===== config.mk =====
export PLATFORM = sky130hd
export DESIGN_NAME = hbp_port
export DESIGN_NICKNAME = d
export VERILOG_FILES = /design/src/hbp_pkg.sv /design/src/hbp_sync_if.sv /design/src/hbp_port.sv /design/src/hbp_sync.sv
export VERILOG_INCLUDE_DIRS = /design/src
export SDC_FILE = /design/constraint.sdc
export NUM_CORES = 1
export LEC_CHECK = 0
export ABC_AREA = 1
export BUFFER_PORTS_ARGS = -buffer_cell sky130_fd_sc_hd__buf_2
export CORE_MARGIN = 4
export CORE_UTILIZATION = 55
export CTS_CLUSTER_SIZE = 8
export DETAILED_ROUTE_END_ITERATION = 16
export GPL_ROUTABILITY_DRIVEN = 1
export HOLD_SLACK_MARGIN = 0.15
export PLACE_DENSITY = 0.8
export SLEW_MARGIN = 20
export SYNTH_ARGS = -nofsm -noshare
export SYNTH_HDL_FRONTEND = slang
export SYNTH_SLANG_ARGS = --single-unit

===== constraint.sdc =====
create_clock -name clock -period 11.1 [get_ports clock]
set_input_delay 1.665 -clock clock [delete_from_list [all_inputs] [get_ports clock]]
set_output_delay 1.665 -clock clock [all_outputs]
set_load 0.005 [all_outputs]

===== src/hbp_port_regs.svh =====
// Widths, reset values and synchroniser depth for the processor bus port
`ifndef HBP_PORT_REGS_SVH
`define HBP_PORT_REGS_SVH

`define HBP_ADDR_W 12
`define HBP_DATA_W 16
`define HBP_CTRL_W 3
`define HBP_SYNC_STAGES 2
`define HBP_ADDR_RST 12'h000
`define HBP_DATA_RST 16'h0000
`define HBP_IRQ_LEVEL 1'h0

// Bit positions of the control strobes in the synchronised pin vector
`define HBP_POS_RD 0
`define HBP_POS_DIR 1
`define HBP_POS_CS 2

`endif


===== src/hbp_pkg.sv =====
// Types shared by the processor bus port modules
package hbp_pkg;

    // Bus cycle tracking of the port
    typedef enum logic [1:0]
    {
        HBP_IDLE,
        HBP_READ_WAIT,
        HBP_READ_HOLD,
        HBP_WRITE_HOLD
    } hbp_state_e;

    // Pin timing mode chosen by the board
    typedef enum logic
    {
        HBP_MODE_RW_SELECT,
        HBP_MODE_STROBES
    } hbp_mode_e;

endpackage : hbp_pkg


===== src/hbp_sync_if.sv =====
// Carrier for pin inputs on their way through the synchroniser
`timescale 1ns/10ps

interface hbp_sync_if #(
    parameter int W = 1
);
    logic [W-1:0] raw;
    logic [W-1:0] synced;

    modport src
    (
        output raw,
        input synced
    );

    modport sync
    (
        input raw,
        output synced
    );

endinterface : hbp_sync_if


===== src/hbp_port.sv =====
// Processor bus slave port: pin decode, register access strobes, interrupt pin
//
// Overview of operation
// - Ignore the processor bus while select high; the cleared synchroniser still gives one write of 0 to address 0 after reset
// - Direction low writes, high reads, select mode
// - Low write strobe writes into the device
// - Low read strobe reads device onto bus
// - Pull interrupt low while condition pending
// - Sixteen-bit two-way data bus
// - Twelve-bit address selects register or location
`timescale 1ns/10ps
`include "hbp_port_regs.svh"

module hbp_port #(
    parameter int ADDR_W = `HBP_ADDR_W,
    parameter int DATA_W = `HBP_DATA_W
)
(
    input wire logic clock,
    input wire logic reset,
    input wire logic mode_strobes,
    input wire logic bus_cs_n,
    input wire logic bus_dir_wr_n,
    input wire logic bus_oe_rd_n,
    input wire logic [ADDR_W-1:0] bus_addr,
    input wire logic [DATA_W-1:0] bus_data_in,
    output logic [DATA_W-1:0] bus_data_out,
    output logic bus_data_oe,
    output logic bus_irq_out,
    output logic bus_irq_oe,
    output logic [ADDR_W-1:0] reg_addr,
    output logic [DATA_W-1:0] reg_wdata,
    output logic reg_wr,
    output logic reg_rd,
    input wire logic [DATA_W-1:0] reg_rdata,
    input wire logic irq_pending
);

    localparam int PIN_W = `HBP_CTRL_W + ADDR_W + DATA_W;

    ////////////////////////////////////////////////////////////////////////////////
    // Pin synchronisation

    hbp_sync_if #(.W(PIN_W)) pin_bus ();

    logic [DATA_W-1:0] data_s;
    logic [ADDR_W-1:0] addr_s;
    logic cs_n_s;
    logic dir_s;
    logic rd_n_s;
    hbp_pkg::hbp_mode_e mode;
    hbp_pkg::hbp_mode_e mode_raw;

    // Data and strobes share one synchroniser so they age together
    assign pin_bus.raw = {bus_cs_n, bus_dir_wr_n, bus_oe_rd_n, bus_addr, bus_data_in};

    hbp_sync #(.W(PIN_W), .STAGES(`HBP_SYNC_STAGES)) u_sync
    (
        .clock(clock),
        .reset(reset),
        .pins(pin_bus.sync)
    );

    assign data_s = pin_bus.synced[DATA_W-1:0];
    assign addr_s = pin_bus.synced[DATA_W +: ADDR_W];
    assign rd_n_s = pin_bus.synced[DATA_W + ADDR_W + `HBP_POS_RD];
    assign dir_s = pin_bus.synced[DATA_W + ADDR_W + `HBP_POS_DIR];
    assign cs_n_s = pin_bus.synced[DATA_W + ADDR_W + `HBP_POS_CS];

    // Mode strap is static board wiring; two flops guard against a slow ramp
    logic mode_meta;
    logic mode_sync;

    always_ff @(posedge clock or posedge reset)
    begin
        if (reset)
        begin
            mode_meta <= 1'h0;
            mode_sync <= 1'h0;
        end
        else
        begin
            mode_meta <= mode_strobes;
            mode_sync <= mode_meta;
        end
    end

    assign mode_raw = hbp_pkg::hbp_mode_e'(mode_sync);
    assign mode = mode_raw;

    ////////////////////////////////////////////////////////////////////////////////
    // Cycle decode

    logic want_read;
    logic want_write;

    always_comb
    begin
        want_read = 1'h0;
        want_write = 1'h0;
        if (!cs_n_s)
        begin
            if (mode == hbp_pkg::HBP_MODE_STROBES)
            begin
                want_read = !rd_n_s;
                want_write = !dir_s;
            end
            else
            begin
                // Output enable sits at ground here, but a read still needs it low as well as direction high
                want_read = dir_s && !rd_n_s;
                want_write = !dir_s;
            end
        end
    end

    ////////////////////////////////////////////////////////////////////////////////
    // Cycle state machine

    hbp_pkg::hbp_state_e state;
    hbp_pkg::hbp_state_e next_state;

    always_comb
    begin
        next_state = state;
        case (state)
            hbp_pkg::HBP_IDLE:
            begin
                if (want_read)
                begin
                    next_state = hbp_pkg::HBP_READ_WAIT;
                end
                else if (want_write)
                begin
                    next_state = hbp_pkg::HBP_WRITE_HOLD;
                end
            end
            hbp_pkg::HBP_READ_WAIT:
            begin
                next_state = hbp_pkg::HBP_READ_HOLD;
            end
            hbp_pkg::HBP_READ_HOLD:
            begin
                if (!want_read)
                begin
                    next_state = hbp_pkg::HBP_IDLE;
                end
            end
            hbp_pkg::HBP_WRITE_HOLD:
            begin
                if (!want_write)
                begin
                    next_state = hbp_pkg::HBP_IDLE;
                end
            end
            default:
            begin
                next_state = hbp_pkg::HBP_IDLE;
            end
        endcase
    end

    always_ff @(posedge clock or posedge reset)
    begin
        if (reset)
        begin
            state <= hbp_pkg::HBP_IDLE;
        end
        else
        begin
            state <= next_state;
        end
    end

    ////////////////////////////////////////////////////////////////////////////////
    // Register access strobes

    // A write commits on the trailing edge, so the last settled data wins
    always_ff @(posedge clock or posedge reset)
    begin
        if (reset)
        begin
            reg_addr <= `HBP_ADDR_RST;
            reg_wdata <= `HBP_DATA_RST;
            reg_wr <= 1'h0;
            reg_rd <= 1'h0;
        end
        else
        begin
            reg_wr <= (state == hbp_pkg::HBP_WRITE_HOLD) && !want_write;
            reg_rd <= (state == hbp_pkg::HBP_IDLE) && want_read;
            if ((state == hbp_pkg::HBP_IDLE) && (want_read || want_write))
            begin
                reg_addr <= addr_s;
            end
            if (want_write && (state == hbp_pkg::HBP_WRITE_HOLD || state == hbp_pkg::HBP_IDLE))
            begin
                reg_wdata <= data_s;
            end
        end
    end

    ////////////////////////////////////////////////////////////////////////////////
    // Read data and bus drive

    // Read data is held for the whole strobe; the core answers in the same cycle as reg_rd
    always_ff @(posedge clock or posedge reset)
    begin
        if (reset)
        begin
            bus_data_out <= `HBP_DATA_RST;
        end
        else if (state == hbp_pkg::HBP_READ_WAIT)
        begin
            bus_data_out <= reg_rdata;
        end
    end

    assign bus_data_oe = (state == hbp_pkg::HBP_READ_HOLD) && want_read;

    ////////////////////////////////////////////////////////////////////////////////
    // Interrupt pin

    always_ff @(posedge clock or posedge reset)
    begin
        if (reset)
        begin
            bus_irq_oe <= 1'h0;
        end
        else
        begin
            bus_irq_oe <= irq_pending;
        end
    end

    // Open drain: the pin only ever pulls low
    assign bus_irq_out = `HBP_IRQ_LEVEL;
endmodule : hbp_port


===== src/hbp_sync.sv =====
// Multi-stage synchroniser for asynchronous pin inputs
`timescale 1ns/10ps
`include "hbp_port_regs.svh"

module hbp_sync #(
    parameter int W = 1,
    parameter int STAGES = `HBP_SYNC_STAGES
)
(
    input wire logic clock,
    input wire logic reset,
    hbp_sync_if.sync pins
);

    // Only the last stage is visible; earlier stages may be metastable
    logic [W-1:0] stage [STAGES];

    always_ff @(posedge clock or posedge reset)
    begin
        if (reset)
        begin
            for (int i = 0; i < STAGES; i++)
            begin
                stage[i] <= '0;
            end
        end
        else
        begin
            stage[0] <= pins.raw;
            for (int i = 1; i < STAGES; i++)
            begin
                stage[i] <= stage[i-1];
            end
        end
    end

    assign pins.synced = stage[STAGES-1];

endmodule : hbp_sync


==> summary.txt <==
Gate Count Post-Synth = 265
layout cells sized above 1 = 44.0%
Post-synth top flop = dfrtp_1
initial DRC count = 95
post-synth cell types = 18
TritonCTS clock tree = done
Worst path top cell family by delay = flip-flops
CTS Hold Bufs = 0
P per Cell Area = 279 nW/um^2
average via count per standard cell = 4.74
WP data arrival = 1.49 ns
Crit Path Class = register to primary output
Clock Sinks = 113
Sum Neg Setup Slack = 0 ns
DRC errors left = 0
syn_area_per_cell = 14.1 sq um
Routed met3 length = 439 um
Avg WL per Cell = 13.5 um
PortBufs = 98
cell breakdown of the critical path = inv_1, ha_1, nand3_1, inv_1, buf_2
Die X = 90.4 um
crit path buf inv count = 3
Rel. slew slack = 37.8%
sequential area share after synthesis = 75.8%
Hold Slack = 0.341 ns
most frequent CP cell = inv_1
worst skew pair latency = 0.50 ns
Worst-Margin Slew = 0.934 ns
maximum clock rate = 317 MHz
ANT cells = 0
syn_nets = 320
TritonCTS Buffers = 17
largest net degree at the start of global routing = 80
Mapped Area = 3730 sq um
Area Overhead vs Synth = 28.5%
status = finished, final reports clean
Max-Cap Viols = 0
cts repair resizes = 0
router iterations before antenna repair = 4
highest-delay cell along the critical path = dfrtp_1
Ys Warns = 0
Worst EP required = 9.44 ns
ys async rst share = 100%
htree depth = 4
clock-pin transition on the worst setup and hold timing paths = 0.05 ns
GP Congestion = 0.760
initial antenna violation count = 0
number of enable flip-flop cells after synthesis = 0
highest routed layer = met4
commonest non-fill, non-tap cells in the layout = dfrtp_1, buf_2, nand2_1, inv_1
CTS Buffer Depth = 2
Finish-stage setup viols = 0
Critical Path Sink Type = primary output
die footprint = 8170 sq um
Routed Antenna Nets = 0
dpl hpwl = 4140 um
drt total wl = 6260 um
most common cell after layout, fill and taps aside = dfrtp_1
Die H = 90.4 um
share of the synthesized area in the top cell type = 75.8%
final hold viol count = 0
setup bufs post-CTS = 0
global-route wire length before repair = 10500 um
critical path fanouts, max = 4
RSZ-0062 raised after global routing = no
#FFs+latches synth = 113
Core Region = 6460 sq um
Synth area leader = dfrtp_1
VDD IR max = 0.165 mV
vias in the first global route = 2264
part of the cycle the worst path needs = 28.5%
GRT Total Usage = 17.0%
Root Buffer = clkbuf_8
# rows = 29
grt total ovfl = 0
wire length on met1 = 2470 um
CP startpoint kind = register
vias = 2195
post-layout net count = 428
final critical-path required period = 3.16 ns
slowest stage delay, CP = 0.40 ns
Setup Skew = 0.00637 ns
# IOs = 100
most area-consuming cells after synthesis = dfrtp_1, mux2_2, nand2_1, o21ai_2, inv_1
max-slew violations = 0
Lkg Pwr = 2.51 nW
Hold Path Class = register to register
fillcell total = 460
initial core utilization = 57.8%
met2 WL = 3270 um
[through the flow]
stage	power [mW]	cell area [sq um]	utilization [%]	worst slack, ns	std cells
after global routing	1.42	4790	74.2	7.86	463
after CTS	1.36	4790	74.2	7.91	463
after detailed placement	0.850	4230	65.5	8.05	431
final	1.34	4790	74.2	7.94	463
after global placement	0.835	4230	65.5	8.10	431
after floorplan	0.741	3730	-	6.45	265
[worst paths after layout]
kind | depth (start not counted) | startpoint | endpoint | slack, ns
worst max-delay path | 5 | state[0] | bus_data_oe | 7.94
min in group asynchronous | 2 | reset | reg_addr[5] | 1.17
worst max register to register | 5 | state[0] | reg_addr[2] | 9.35
worst min-delay path | 0 | u_sync.stage[48] | u_sync.pins.synced[17] | 0.34
worst min register to register | 0 | u_sync.stage[48] | u_sync.pins.synced[17] | 0.34
max in group asynchronous | 3 | reset | u_sync.pins.synced[18] | 8.66
[per-layer routing]
layer | GRT usage (%) | vias to the layer above
li1 | - | 1039
met1 | 19.9 | 1068
met2 | 26.8 | 80
met3 | 8.42 | 8
met4 | 7.27 | 0
met5 | 0 | -
[state kept, by name, indices dropped and copies added (netlist names)]
signal	cells
u_sync.pins.synced	31
u_sync.stage	31
bus_data_out	16
reg_wdata	16
reg_addr	12
state	2
bus_irq_oe	1
mode	1
mode_meta	1
reg_rd	1
reg_wr	1
[cell families after synthesis]
family	after synthesis	share of synthesized area, %
DFF	113	75.8
AOI/OAI and AO/OA	16	3.75
other	1	0.100
buffers and inverters	37	5.40
and+or+nand+nor	78	8.82
adders and majority gates	4	1.34
muxes	16	4.83
[cell type report]
class	count	area, sq um	area share, %
well taps	77	96.3	2.01
multi-input cells	115	703	14.7
flip-flops and latches	113	2830	59.0
clock inverters	11	113	2.35
clock buffers	21	449	9.37
repair buffers	100	505	10.5
inverters	26	100	2.09
[synthesized netlist by cell type (2+ instances only)]
| master | number |
|---|---|
| buf_12 | 2 |
| nand3_1 | 15 |
| buf_6 | 2 |
| dfrtp_1 | 113 |
| ha_1 | 4 |
| buf_2 | 3 |
| nand2_1 | 48 |
| nand2_2 | 5 |
| buf_4 | 3 |
| nor2_1 | 8 |
| mux2_2 | 16 |
| inv_1 | 24 |
| o21ai_2 | 16 |
| inv_2 | 2 |
[where the power goes]
group	switching [mW]	internal [mW]	total [mW]
logic	0.144	0.139	0.283
registers	0.0484	0.508	0.557
clock network	0.171	0.328	0.499
(Power assumes the default switching activity.)
